===== config.mk =====
export PLATFORM = sky130hd
export DESIGN_NAME = cpd_decoder
export DESIGN_NICKNAME = d
export VERILOG_FILES = /design/src/cpd_pkg.sv /design/src/cpd_decoder.sv /design/src/cpd_flash_div.sv
export VERILOG_INCLUDE_DIRS = /design/src
export SDC_FILE = /design/constraint.sdc
export NUM_CORES = 1
export LEC_CHECK = 0
export ABC_AREA = 1
export ABC_CLOCK_PERIOD_IN_PS = 2200
export BUFFER_PORTS_ARGS = -buffer_cell sky130_fd_sc_hd__buf_2
export CAP_MARGIN = 20
export CORE_MARGIN = 2
export CORE_UTILIZATION = 45
export CTS_BUF_LIST = sky130_fd_sc_hd__clkbuf_8 sky130_fd_sc_hd__clkbuf_16
export DETAILED_ROUTE_END_ITERATION = 10
export PLACE_DENSITY_LB_ADDON = 0.12
export SKIP_LAST_GASP = 1
export SLEW_MARGIN = 10
export SYNTH_ARGS = -nofsm -noshare
export SYNTH_HDL_FRONTEND = slang
export SYNTH_SLANG_ARGS = --single-unit

===== constraint.sdc =====
create_clock -name i_clk_sys -period 2.2 [get_ports i_clk_sys]
set_input_delay 0.55 -clock i_clk_sys [delete_from_list [all_inputs] [get_ports i_clk_sys]]
set_output_delay 0.55 -clock i_clk_sys [all_outputs]
set_load 0.01 [all_outputs]

===== src/cpd_cfg.svh =====
`ifndef CPD_CFG_SVH
`define CPD_CFG_SVH

// register byte offsets
`define CPD_OFF_CTRL_WORD    8'h00
`define CPD_OFF_ERR_INFO     8'h04
`define CPD_OFF_STATUS       8'h08
`define CPD_OFF_RECORD_SEL   8'h0C
`define CPD_OFF_TEST_FAULT   8'h10
`define CPD_OFF_DIR_VALID    8'h14
`define CPD_OFF_PARAM_OK     8'h18
`define CPD_OFF_ACTION       8'h1C
`define CPD_OFF_LIST_TRACE   8'h20

// command codes, upper byte of the control word
`define CPD_CMD_STORE        8'h72
`define CPD_CMD_RESTORE      8'h73
`define CPD_CMD_DEFAULTS     8'h74
`define CPD_CMD_FAST_REPARAM 8'h75
`define CPD_CMD_READ_BACK    8'h76
`define CPD_CMD_WRITE_REGS   8'h77
`define CPD_CMD_SELF_TEST    8'h81
`define CPD_CMD_RUN_LISTS    8'h82
`define CPD_CMD_READ_SERIES  8'h83

// error codes
`define CPD_ERR_NONE         8'h00
`define CPD_ERR_TEST_BITS    8'h01
`define CPD_ERR_NO_SEL       8'h03
`define CPD_ERR_TEST_BASE    8'h05
`define CPD_ERR_RECORD       8'h50
`define CPD_ERR_DIR_BASE     8'h40

// counter test setup and highest record number
`define CPD_TEST_LOAD_VALUE  16'hFFFF
`define CPD_MAX_RECORD       8'h07

// status register bit positions
`define CPD_ST_BUSY          0
`define CPD_ST_GREEN         1
`define CPD_ST_RED           2
`define CPD_ST_GROUP_ERR     3
`define CPD_ST_RUN_FLASH     4

// run indicator flash half period
`define CPD_FLASH_MS         250
`define CPD_CLK_HZ           10000000
`define CPD_FLASH_CYCLES     ((`CPD_FLASH_MS * (`CPD_CLK_HZ / 1000)))

`endif


===== src/cpd_pkg.sv =====
package cpd_pkg;
    typedef struct packed {
        logic [7:0] code;
        logic [7:0] sel;
    } cpd_ctrl_word_t;

    typedef struct packed {
        logic [7:0] addr;
        logic       read;
        logic       write;
        logic [31:0] wdata;
    } cpd_bus_req_t;

    typedef enum logic [3:0] {
        CPD_ACT_NONE,
        CPD_ACT_STORE,
        CPD_ACT_RESTORE,
        CPD_ACT_DEFAULTS,
        CPD_ACT_FAST,
        CPD_ACT_READ_BACK,
        CPD_ACT_WRITE_REGS,
        CPD_ACT_TEST,
        CPD_ACT_LIST,
        CPD_ACT_SERIES
    } cpd_action_t;
endpackage


===== src/cpd_decoder.sv =====
// Implementation choices: the Avalon-MM slave port and the register addresses.
`timescale 1ns/100ps
`include "cpd_cfg.svh"
module cpd_decoder import cpd_pkg::*; #(
    parameter int unsigned FLASH_CYCLES = `CPD_FLASH_CYCLES,
    parameter bit          EXTENDED     = 1'b1
) (
    input  wire logic        i_clk_sys,
    input  wire logic        i_rst,
    input  wire logic [7:0]  i_avs_address,
    input  wire logic        i_avs_read,
    input  wire logic        i_avs_write,
    input  wire logic [31:0] i_avs_writedata,
    input  wire logic [3:0]  i_avs_byteenable,
    output logic [31:0]      o_avs_readdata,
    output logic             o_avs_waitrequest,
    input  wire logic [4:0]  i_test_fail,
    input  wire logic        i_in_list,
    output logic             o_led_green,
    output logic             o_led_red,
    output logic [15:0]      o_test_load_value,
    output logic             o_test_count_down
);
    typedef enum logic [1:0] {ST_IDLE, ST_EXEC, ST_LISTS} cpd_state_t;

    cpd_state_t     state_reg, state_next;
    cpd_ctrl_word_t cw_reg;
    cpd_action_t    action_reg, action_next;
    logic [7:0]     err_reg, err_next;
    logic [7:0]     rec_sel_reg;
    logic [7:0]     rec_stored_reg, rec_stored_next;
    logic [4:0]     test_fault_reg, test_fault_next;
    logic [7:0]     dir_valid_reg;
    logic [7:0]     param_ok_reg, param_ok_next;
    logic [7:0]     list_pend_reg, list_pend_next;
    logic [7:0]     list_trace_reg, list_trace_next;
    logic           group_err_reg, group_err_next;
    logic           green_reg, red_reg, red_next;
    logic           ack_reg;
    logic           fast_reg, fast_next;

    // decode of bus requests
    wire        req      = i_avs_read | i_avs_write;
    wire        wr_ctrl  = i_avs_write & (i_avs_address == `CPD_OFF_CTRL_WORD) & ~ack_reg;
    wire        wr_rec   = i_avs_write & (i_avs_address == `CPD_OFF_RECORD_SEL) & ~ack_reg;
    wire        wr_dir   = i_avs_write & (i_avs_address == `CPD_OFF_DIR_VALID) & ~ack_reg;
    wire        wr_err   = i_avs_write & (i_avs_address == `CPD_OFF_ERR_INFO) & ~ack_reg;
    wire        busy     = (state_reg != ST_IDLE);
    // a new control word waits while one is still running
    wire        ctrl_hold = wr_ctrl & busy;
    wire        new_cmd  = wr_ctrl & ~busy & i_avs_byteenable[0] & i_avs_byteenable[1];
    wire [7:0]  code     = cw_reg.code;
    wire [7:0]  sel      = cw_reg.sel;
    wire        sel_none = (sel == 8'h00);
    wire        rec_bad  = EXTENDED ? (rec_sel_reg > `CPD_MAX_RECORD)
                                    : (rec_sel_reg != 8'h00);
    wire [2:0]  rec_idx  = rec_sel_reg[2:0];
    wire        rec_empty = ~rec_stored_reg[rec_idx];
    wire [4:0]  test_hit = sel[4:0] & i_test_fail;
    wire [7:0]  dir_miss = sel & ~dir_valid_reg & 8'hFE;
    wire [7:0]  list_low = list_pend_reg & (~list_pend_reg + 8'h01);
    wire        flash_tick;
    wire        params_good = param_ok_reg[0] & (|param_ok_reg[7:1]);
    wire [4:0]  status_bits = {~params_good, group_err_reg, red_reg,
                               green_reg, busy};
    // take is the first edge of a request; the answer follows one cycle later
    wire        take     = req & ~ack_reg;
    wire        rd_take  = i_avs_read & ~ack_reg;

    logic [7:0] dir_first;
    logic [7:0] test_code;
    always_comb begin
        dir_first = 8'h00;
        for (int i = 7; i >= 1; i--) begin
            if (dir_miss[i]) begin
                dir_first = `CPD_ERR_DIR_BASE + 8'(i);
            end
        end
        test_code = 8'h00;
        for (int i = 4; i >= 0; i--) begin
            if (test_hit[i]) begin
                test_code = `CPD_ERR_TEST_BASE + 8'(i);
            end
        end
    end

    always_comb begin
        state_next      = state_reg;
        action_next     = CPD_ACT_NONE;
        err_next        = wr_err ? i_avs_writedata[7:0] : err_reg;
        rec_stored_next = rec_stored_reg;
        test_fault_next = test_fault_reg;
        param_ok_next   = param_ok_reg;
        list_pend_next  = list_pend_reg;
        list_trace_next = list_trace_reg;
        group_err_next  = group_err_reg;
        red_next        = red_reg;
        fast_next       = 1'b0;
        case (state_reg)
            ST_IDLE: begin
                if (new_cmd) begin
                    state_next = ST_EXEC;
                end
            end
            ST_EXEC: begin
                state_next = ST_IDLE;
                case (code)
                    `CPD_CMD_STORE: begin
                        if (sel_none) begin
                            err_next = `CPD_ERR_NO_SEL;
                        end else if (rec_bad) begin
                            err_next = `CPD_ERR_RECORD;
                        end else begin
                            // pointer word to series block excluded from record
                            rec_stored_next[rec_idx] = 1'b1;
                            action_next = CPD_ACT_STORE;
                        end
                    end
                    `CPD_CMD_RESTORE: begin
                        if (sel_none) begin
                            err_next = `CPD_ERR_NO_SEL;
                        end else if (rec_bad || rec_empty) begin
                            err_next = `CPD_ERR_RECORD;
                        end else begin
                            param_ok_next = param_ok_reg | sel;
                            action_next = CPD_ACT_RESTORE;
                        end
                    end
                    `CPD_CMD_DEFAULTS: begin
                        if (sel_none) begin
                            err_next = `CPD_ERR_NO_SEL;
                        end else begin
                            param_ok_next = param_ok_reg | sel;
                            action_next = CPD_ACT_DEFAULTS;
                        end
                    end
                    `CPD_CMD_FAST_REPARAM: begin
                        if (sel_none) begin
                            err_next = `CPD_ERR_NO_SEL;
                        end else begin
                            param_ok_next = param_ok_reg | sel;
                            fast_next = 1'b1;
                            action_next = CPD_ACT_FAST;
                        end
                    end
                    `CPD_CMD_READ_BACK: begin
                        if (sel_none) begin
                            err_next = `CPD_ERR_NO_SEL;
                        end else begin
                            action_next = CPD_ACT_READ_BACK;
                        end
                    end
                    `CPD_CMD_WRITE_REGS: begin
                        if (sel_none) begin
                            err_next = `CPD_ERR_NO_SEL;
                        end else begin
                            action_next = CPD_ACT_WRITE_REGS;
                        end
                    end
                    `CPD_CMD_SELF_TEST: begin
                        // the host keeps this out of lists; refused there anyway
                        if (i_in_list) begin
                            err_next = `CPD_ERR_TEST_BITS;
                        end else if (|sel[7:5]) begin
                            err_next = `CPD_ERR_TEST_BITS;
                        end else if (sel_none) begin
                            err_next = `CPD_ERR_NO_SEL;
                        end else begin
                            action_next = CPD_ACT_TEST;
                            test_fault_next = test_hit;
                            if (|test_hit) begin
                                err_next       = test_code;
                                group_err_next = 1'b1;
                                red_next       = 1'b1;
                            end
                        end
                    end
                    `CPD_CMD_RUN_LISTS: begin
                        if (sel_none || sel[0]) begin
                            err_next = `CPD_ERR_NO_SEL;
                        end else begin
                            list_pend_next  = sel;
                            list_trace_next = 8'h00;
                            state_next      = ST_LISTS;
                        end
                    end
                    `CPD_CMD_READ_SERIES: begin
                        if (sel_none) begin
                            err_next = `CPD_ERR_NO_SEL;
                        end else if (|dir_miss) begin
                            err_next = dir_first;
                        end else begin
                            // fill pointer and full status are left alone
                            action_next = CPD_ACT_SERIES;
                        end
                    end
                    default: begin
                        // unknown codes are ignored and leave the log as it is
                        action_next = CPD_ACT_NONE;
                    end
                endcase
            end
            ST_LISTS: begin
                // lowest list number first, one per cycle
                action_next     = CPD_ACT_LIST;
                list_trace_next = list_trace_reg | list_low;
                list_pend_next  = list_pend_reg & ~list_low;
                if ((list_pend_reg & ~list_low) == 8'h00) begin
                    state_next = ST_IDLE;
                end
            end
            default: begin
                state_next = ST_IDLE;
            end
        endcase
    end

    always_ff @(posedge i_clk_sys) begin
        if (i_rst) begin
            state_reg      <= ST_IDLE;
            cw_reg         <= '0;
            action_reg     <= CPD_ACT_NONE;
            err_reg        <= `CPD_ERR_NONE;
            rec_sel_reg    <= 8'h00;
            rec_stored_reg <= 8'h00;
            test_fault_reg <= 5'h00;
            dir_valid_reg  <= 8'h00;
            param_ok_reg   <= 8'h00;
            list_pend_reg  <= 8'h00;
            list_trace_reg <= 8'h00;
            group_err_reg  <= 1'b0;
            red_reg        <= 1'b0;
            fast_reg       <= 1'b0;
        end else begin
            state_reg      <= state_next;
            action_reg     <= action_next;
            err_reg        <= err_next;
            rec_stored_reg <= rec_stored_next;
            test_fault_reg <= test_fault_next;
            param_ok_reg   <= param_ok_next;
            list_pend_reg  <= list_pend_next;
            list_trace_reg <= list_trace_next;
            group_err_reg  <= group_err_next;
            red_reg        <= red_next;
            fast_reg       <= fast_next;
            if (new_cmd) begin
                cw_reg <= i_avs_writedata[15:0];
            end
            if (wr_rec) begin
                rec_sel_reg <= i_avs_writedata[7:0];
            end
            if (wr_dir) begin
                dir_valid_reg <= i_avs_writedata[7:0];
            end
        end
    end

    cpd_flash_div #(
        .CYCLES (FLASH_CYCLES)
    ) u_flash (
        .i_clk_sys (i_clk_sys),
        .i_rst     (i_rst),
        .o_tick    (flash_tick)
    );

    // green flashes while parameters are incomplete, dark after a test fault
    always_ff @(posedge i_clk_sys) begin
        if (i_rst) begin
            green_reg <= 1'b0;
        end else if (red_next) begin
            // next-state red so both leds switch on the same edge
            green_reg <= 1'b0;
        end else if (fast_reg) begin
            green_reg <= 1'b0;
        end else if (params_good) begin
            green_reg <= 1'b1;
        end else if (flash_tick) begin
            green_reg <= ~green_reg;
        end
    end

    // read selection kept out of the flop so the register process stays small
    logic [31:0] rd_mux;
    always_comb begin
        case (i_avs_address)
            `CPD_OFF_CTRL_WORD:  rd_mux = {16'h0000, cw_reg};
            `CPD_OFF_ERR_INFO:   rd_mux = {24'h000000, err_reg};
            `CPD_OFF_STATUS:     rd_mux = {27'h0000000, status_bits};
            `CPD_OFF_RECORD_SEL: rd_mux = {24'h000000, rec_sel_reg};
            `CPD_OFF_TEST_FAULT: rd_mux = {27'h0000000, test_fault_reg};
            `CPD_OFF_DIR_VALID:  rd_mux = {24'h000000, dir_valid_reg};
            `CPD_OFF_PARAM_OK:   rd_mux = {24'h000000, param_ok_reg};
            `CPD_OFF_ACTION:     rd_mux = {28'h0000000, action_reg};
            `CPD_OFF_LIST_TRACE: rd_mux = {24'h000000, list_trace_reg};
            default:             rd_mux = 32'h0000_0000;
        endcase
    end

    // one wait cycle per access, more for a control word written while busy; ack_reg drops waitrequest
    always_ff @(posedge i_clk_sys) begin
        if (i_rst) begin
            ack_reg        <= 1'b0;
            o_avs_readdata <= 32'h0000_0000;
        end else begin
            ack_reg <= take & ~ctrl_hold;
            if (rd_take) begin
                o_avs_readdata <= rd_mux;
            end
        end
    end

    assign o_avs_waitrequest = take;
    assign o_led_green       = green_reg;
    assign o_led_red         = red_reg;
    assign o_test_load_value = `CPD_TEST_LOAD_VALUE;
    assign o_test_count_down = (action_reg == CPD_ACT_TEST);
endmodule


===== src/cpd_flash_div.sv =====
`timescale 1ns/100ps
`include "cpd_cfg.svh"
// free-running divider giving a one-cycle tick at each flash half period
module cpd_flash_div #(
    parameter int unsigned CYCLES = `CPD_FLASH_CYCLES
) (
    input  wire logic i_clk_sys,
    input  wire logic i_rst,
    output logic      o_tick
);
    logic [31:0] cnt_reg;
    wire         wrap = (cnt_reg == 32'(CYCLES - 1));

    always_ff @(posedge i_clk_sys) begin
        if (i_rst || wrap) begin
            cnt_reg <= 32'h0000_0000;
        end else begin
            cnt_reg <= cnt_reg + 32'h0000_0001;
        end
    end

    assign o_tick = wrap;
endmodule


==> results_dict.tcl, run 1 <==
set metrics [dict create \
    status "finished, final reports clean" \
    final-max-slew-violation-count 0 \
    synth_enable_flop_cells 0 \
    slew-limit-headroom 0.628 \
    synth_top_area_share 0.363 \
    worst_setup_path_start_kind "register" \
    ys.flop_type "sky130_fd_sc_hd__dfxtp_1" \
    power.density_nw_per_um2 699 \
    power.switching_fraction 0.275 \
    cts.sink_count 136 \
    final_layout_size_suffix_gt1_frac 0.162 \
    post-synth-top-count-cell "sky130_fd_sc_hd__nand2_1" \
    cell_internal_pwr_mw 4.36 \
    firstDrtPassIters 5 \
    cts_hold_repair.buffers 0 \
    floorplan.io_pins 106 \
    top_cells_by_area_in_the_synthesized_netlist "sky130_fd_sc_hd__dfxtp_1 (36%), sky130_fd_sc_hd__nand2_1 (11%), sky130_fd_sc_hd__inv_1 (7.1%)" \
    hold-worst-slack_ns 0.395 \
    critical_path_peak_fanout 2 \
    relative_contribution_of_combinational_cells_to_total_power 0.127 \
    cap_violations 0 \
    cp_cell_instances "nand2_1 > nor3_1 > buf_2" \
    layout_setup_ws_ns 0.0925 \
    hold_viol_final 0 \
    postSynthCellCount 1099 \
    drt_first_iter_violations 530 \
    count_of_instances_resized_after_the_clock_tree_is_built 0 \
    clock_insertion_delay_worst_skew_ns 0.43 \
    final_min_period_over_clock_period 0.958 \
    fillCellCount 1699 \
    hold_path_class "primary input to register" \
    post_layout_cell_count 1408 \
    yosys_warnings 0 \
    initial_utilization 0.456 \
    routabilityCongestion 0.923 \
    power.total_mw 6.01 \
    critPathCaptureType "primary output" \
    preCtsSetupSlack_ns 0.00217 \
    track_usage 0.248 \
    tritoncts "yes" \
    routed_wire_length_per_instance_um 15.3 \
    synth-seq-cells 136 \
    route.final.wire_length_um 21500 \
    grt_pass1_wl_um 34000 \
    synth_area_leader_cell "sky130_fd_sc_hd__dfxtp_1" \
    grt_pass1_vias 6438 \
    worst_path_largest_cell_delay_ns 0.44 \
    antenna_violations_before_repair 0 \
    htree_levels 4 \
    grt_remaining_overflow 0 \
    tightest_slew_ns 0.554 \
    final.setup.tns_ns 0 \
    drtAntennaViolNets 0 \
    die-area_um2 17700 \
    largest_register_ff_count 32 \
    finalCriticalPeriod_ns 2.11 \
    post-dp-hpwl_um 16700 \
    switchingPower_mw 1.65 \
    netlist-cell-type-count 53 \
    cts.reportedPaths.clkPinSlew_ns 0.06 \
    worst_ep_arrival_time_ns 1.56 \
    cts_made_buffers 17 \
    required_ns 1.65 \
    core-area_um2 16500 \
    placementRows 47 \
    max_freq_ghz 0.474 \
    post_synth_instance_area_um2 7510 \
    placed_cells_incl_taps 1378 \
    area.growth.synth_to_final_pct 14.5 \
    setup_violations 0 \
    insertedDiodeCount 0 \
    synth_area_per_cell_um2 6.83 \
    chipWidth_um 133 \
    port_buffers 55 \
    seq_power_share 0.432 \
    fin_nets 1235 \
    postCtsSetupRepairBufs 0 \
    cts_max_path_buffers 2 \
    worst_vdd_rail_ir_drop_uv 544 \
    share_clk_of_total_power 0.441 \
    clock_root_buffer "sky130_fd_sc_hd__clkbuf_16" \
    routed-via-count 7166 \
    asyncSetResetFlopFracSynth 0 \
    critical-path-slowest-cell "sky130_fd_sc_hd__nor3_1" \
    synth.cells.most_frequent "sky130_fd_sc_hd__nand2_1 (212), sky130_fd_sc_hd__inv_1 (141), sky130_fd_sc_hd__dfxtp_1 (136)" \
    unrepaired_setup_endpoints_after_global_routing "no" \
    drt-vias-per-instance 5.09 \
    grt_max_degree 32 \
    die_height_um 133 \
    leakagePower_nw 3.56 \
    post-route-drc-count 0 \
    synth-seq-area-share 0.363 \
    worst_clock_skew_ns 0.00947 \
    setup_crit_path_kind "register to primary output" \
]
-- cell families (layout without fill, tap and decap cells) --
group                    count (synthesis)  in the layout  synth area share
AND/OR/NAND/NOR                        496            496             0.319
adder cells (fa/ha/maj)                  4              4           0.00667
buffers and inverters                  214            273             0.129
AO/OA/AOI/OAI                          239            239             0.173
other                                    2             32           0.00100
flip-flops                             136            136             0.363
multiplexers                             1              1           0.00133
XOR/XNOR                                 7              7           0.00817
-- power by group through the flow --
stage                     sequential (mW)  clock (mW)  combinational (mW)
after floorplan                      2.64           0               0.578
after global placement               2.65           0               0.754
after detailed placement             2.65           0               0.755
after CTS                            2.60        2.69               0.757
after global routing                 2.61        2.80               0.844
final                                2.60        2.65               0.764
-- stage by stage --
stage | util | cell area [um^2]
floorplan | - | 7620
CTS | 0.522 | 8600
finish | 0.522 | 8600
detailed placement | 0.489 | 8060
global route | 0.522 | 8600
global placement | 0.489 | 8060
-- critical path: cells and delay by family, from the launching register on --
family	cells	cell delay, ns
flip-flops	1	0.39
AND/OR/NAND/NOR	2	0.51
buffers and inverters	1	0.23
-- layout by cell type, fill, tap and decap left out, types with 7 or more instances in the layout --
cell type and count:
sky130_fd_sc_hd__nand2_1 212, sky130_fd_sc_hd__nor2_4 10, sky130_fd_sc_hd__a31oi_1 10, sky130_fd_sc_hd__clkbuf_16 17, sky130_fd_sc_hd__nand4_1 22, sky130_fd_sc_hd__nor2_2 12
sky130_fd_sc_hd__o21ai_0 89, sky130_fd_sc_hd__dfxtp_1 136, sky130_fd_sc_hd__nor3_1 21, sky130_fd_sc_hd__nand2_2 10, sky130_fd_sc_hd__nand3_1 57, sky130_fd_sc_hd__o22ai_1 13
sky130_fd_sc_hd__nand3_2 7, sky130_fd_sc_hd__inv_2 14, sky130_fd_sc_hd__nor2_1 116, sky130_fd_sc_hd__buf_4 28, sky130_fd_sc_hd__a21oi_1 100, sky130_fd_sc_hd__conb_1 32
sky130_fd_sc_hd__inv_1 144, sky130_fd_sc_hd__o21a_1 8, sky130_fd_sc_hd__buf_2 55
-- path summary, 6_finish.rpt --
check	cells after the start	from	endpoint	slack, ns
min reg2reg	1	u_flash.cnt_reg[0]$_SDFF_PP0_	u_flash.cnt_reg[0]$_SDFF_PP0_	0.44
max	3	action_reg[1]$_SDFF_PP0_	o_test_count_down	0.09
min	3	i_avs_writedata[9]	code[1]$_SDFFE_PP0P_	0.39
max reg2reg	8	code[5]$_SDFFE_PP0P_	action_reg[1]$_SDFF_PP0_	0.17
-- layout make-up --
type | instances | area [um^2] | share of cell area
flip-flops and latches | 136 | 2720 | 0.317
repair buffers | 85 | 526 | 0.0611
multi-input cells | 779 | 3930 | 0.457
inverters | 158 | 603 | 0.0701
well taps | 220 | 275 | 0.0320
clock inverters | 11 | 86.3 | 0.0100
clock buffers | 19 | 453 | 0.0527
-- metal layers --
metal | wire [um] | GRT usage | vias to the layer above
met1 | 10000 | 0.343 | 3232
met4 | 508 | 0.0739 | 0
met3 | 1140 | 0.0457 | 36
li1 | - | - | 3696
met5 | 0 | 0 | -
met2 | 9830 | 0.395 | 202
Note: power is estimated with default switching activity, not from simulation.
==> inputs of run 2 (changes only) <==
--- a/config.mk
+++ b/config.mk
@@ -11,7 +11,7 @@
 export BUFFER_PORTS_ARGS = -buffer_cell sky130_fd_sc_hd__buf_2
 export CAP_MARGIN = 20
 export CORE_MARGIN = 2
-export CORE_UTILIZATION = 45
+export CORE_UTILIZATION = 52
 export CTS_BUF_LIST = sky130_fd_sc_hd__clkbuf_8 sky130_fd_sc_hd__clkbuf_16
 export DETAILED_ROUTE_END_ITERATION = 10
 export PLACE_DENSITY_LB_ADDON = 0.12
==> run 2 against run 1 <==
Against the previous run:
- final area is 0.45% higher
- sequential power about the same
- global-route usage increased by 3.6 points
- critical path depth rose by 5
==> results_dict.tcl, run 2 (same netlist as run 1, synthesis figures left out) <==
set metrics [dict create \
    final_min_period_over_clock_period 0.966 \
    hold-worst-slack_ns 0.403 \
    fin_nets 1235 \
    worst_clock_skew_ns 0.00893 \
    final-max-slew-violation-count 0 \
    drt_first_iter_violations 640 \
    regToRegEndpoint "action_reg[2]$_SDFF_PP0_" \
    routabilityCongestion 1.04 \
    cts.reportedPaths.clkPinSlew_ns 0.06 \
    cts.sink_count 136 \
    detail_route.wirelength.met1_um 10200 \
    final_layout_size_suffix_gt1_frac 0.167 \
    area.growth.synth_to_final_pct 15.0 \
    die-area_um2 15400 \
    sequential_cell_area_um2 2720 \
    fillCellCount 1369 \
    multiInputGateArea_um2 3940 \
    status "finished, final reports clean" \
    grt_max_degree 35 \
    final.setup.tns_ns 0 \
    insertedDiodeCount 0 \
    drt-vias-per-instance 5.30 \
    htree_levels 4 \
    final_common_cell "sky130_fd_sc_hd__nand2_1" \
    highest_layer "met4" \
    die_height_um 124 \
    relative_contribution_of_combinational_cells_to_total_power 0.119 \
    share_clk_of_total_power 0.473 \
    switchingPower_mw 1.70 \
    chipWidth_um 124 \
    worst-r2r-cell-count 8 \
    max_freq_ghz 0.471 \
    tritoncts "yes" \
    route.final.wire_length_um 21100 \
    mostFrequentLayoutCells "sky130_fd_sc_hd__nand2_1 (212), sky130_fd_sc_hd__inv_1 (140), sky130_fd_sc_hd__dfxtp_1 (136)" \
    largest_register_ff_count 32 \
    cap_violations 0 \
    postCtsSetupRepairBufs 0 \
    slew-limit-headroom 0.566 \
    r2r_setup_slack_ns 0.07 \
    post-dp-hpwl_um 16300 \
    setup_violations 0 \
    placementRows 43 \
    worst_r2r_src "code[5]$_SDFFE_PP0P_" \
    seq_power_share 0.408 \
    required_ns 2.46 \
    hold_path_class "primary input to register" \
    routed_wire_length_per_instance_um 15.4 \
    drtAntennaViolNets 0 \
    critPathCaptureType "register" \
    leakagePower_nw 3.59 \
    tightest_slew_ns 0.650 \
    worst_ep_arrival_time_ns 2.39 \
    port_buffers 55 \
    grt_pass1_wl_um 33000 \
    clock_root_buffer "sky130_fd_sc_hd__clkbuf_16" \
    grt_remaining_overflow 0 \
    unrepaired_setup_endpoints_after_global_routing "no" \
    track_usage 0.284 \
    cell_internal_pwr_mw 4.67 \
    routed-wl-met3_um 1700 \
    post-route-drc-count 0 \
    hold_end "code[0]$_SDFFE_PP0P_" \
    power.density_nw_per_um2 737 \
    setup_crit_path_kind "register to register" \
    hold_viol_final 0 \
    worstHoldPathCells 3 \
    initial_utilization 0.537 \
    grt_pass1_vias 6283 \
    min-delay-start "i_avs_writedata[8]" \
    finalCriticalPeriod_ns 2.13 \
    worst_setup_path_start_kind "register" \
    floorplan.io_pins 106 \
    worst_vdd_rail_ir_drop_uv 536 \
    critical_path_peak_fanout 11 \
    clock_insertion_delay_worst_skew_ns 0.42 \
    cts_max_path_buffers 2 \
    core-area_um2 14000 \
    dr_wl_met2_um 8790 \
    firstDrtPassIters 7 \
    routed-via-count 7259 \
    power.switching_fraction 0.266 \
    antenna_violations_before_repair 0 \
    cts_made_buffers 17 \
]
==> run 2: layout make-up <==
class,instances,area share
Clock inverter,10,0.0165
Tap cell,180,0.0261
Sequential cell,136,0.315
Inverter,158,0.0698
Clock buffer,21,0.0556
Multi-Input combinational cell,779,0.456
Timing Repair Buffer,85,0.0609
==> run 2: stage by stage <==
step | power (mW) | std cells | setup WS, ns | area [um^2] | utilization
6_report | 6.37 | 1369 | 0.0747 | 8640 | 0.617
5_1_grt | 6.60 | 1369 | 0.00439 | 8640 | 0.617
4_1_cts | 6.37 | 1369 | 0.141 | 8630 | 0.617
3_5_place_dp | 3.40 | 1338 | 0.133 | 8010 | 0.572
3_3_place_gp | 3.39 | 1338 | 0.154 | 8010 | 0.572
2_1_floorplan | 3.22 | 1129 | 0.454 | 7620 | -
==> run 2: power groups by stage <==
stage	clock (mW)	sequential, mW	combinational [mW]
finish	3.01	2.60	0.761
CTS	3.03	2.60	0.751
floorplan	0	2.64	0.578
detailed placement	0	2.65	0.748
global placement	0	2.65	0.740
global route	3.16	2.61	0.834
==> run 2: critical path: stages (launching register included) <==
cell and delay (ns):
sky130_fd_sc_hd__dfxtp_1 0.37, sky130_fd_sc_hd__nand2_1 0.08, sky130_fd_sc_hd__nor2_2 0.34, sky130_fd_sc_hd__nand2_1 0.20
sky130_fd_sc_hd__nand2_2 0.14, sky130_fd_sc_hd__nor2_2 0.06, sky130_fd_sc_hd__nand2_1 0.08, sky130_fd_sc_hd__nand4_1 0.20
sky130_fd_sc_hd__a311oi_1 0.49
==> run 2: layer usage <==
layer / vias up / global-route usage
met3: 38 / 0.0870
met4: 0 / 0.0801
met5: - / 0
li1: 3676 / -
met1: 3282 / 0.413
met2: 263 / 0.402
==> run 2: how the worst max path moves through the flow <==
| stage | start | depth (start not counted) | end | slack [ns] |
|---|---|---|---|---|
| 6_report | code[5]$_SDFFE_PP0P_ | 8 | action_reg[2]$_SDFF_PP0_ | 0.07 |
| 5_1_grt | code[5]$_SDFFE_PP0P_ | 8 | action_reg[1]$_SDFF_PP0_ | 0.004 |
| 4_1_cts | u_flash.cnt_reg[0]$_SDFF_PP0_ | 10 | u_flash.cnt_reg[12]$_SDFF_PP0_ | 0.14 |
| 3_5_place_dp | i_avs_address[5] | 13 | err_reg[1]$_SDFF_PP0_ | 0.13 |
| 3_3_place_gp | i_avs_address[5] | 13 | err_reg[1]$_SDFF_PP0_ | 0.15 |
| 2_1_floorplan | i_avs_address[5] | 12 | err_reg[1]$_SDFF_PP0_ | 0.45 |
==> run 2: what timing repair did <==
action | CTS | global route
gates resized for setup | 0 | 2
hold buffers | 0 | 0
endpoints found under the setup margin | 0 | 10
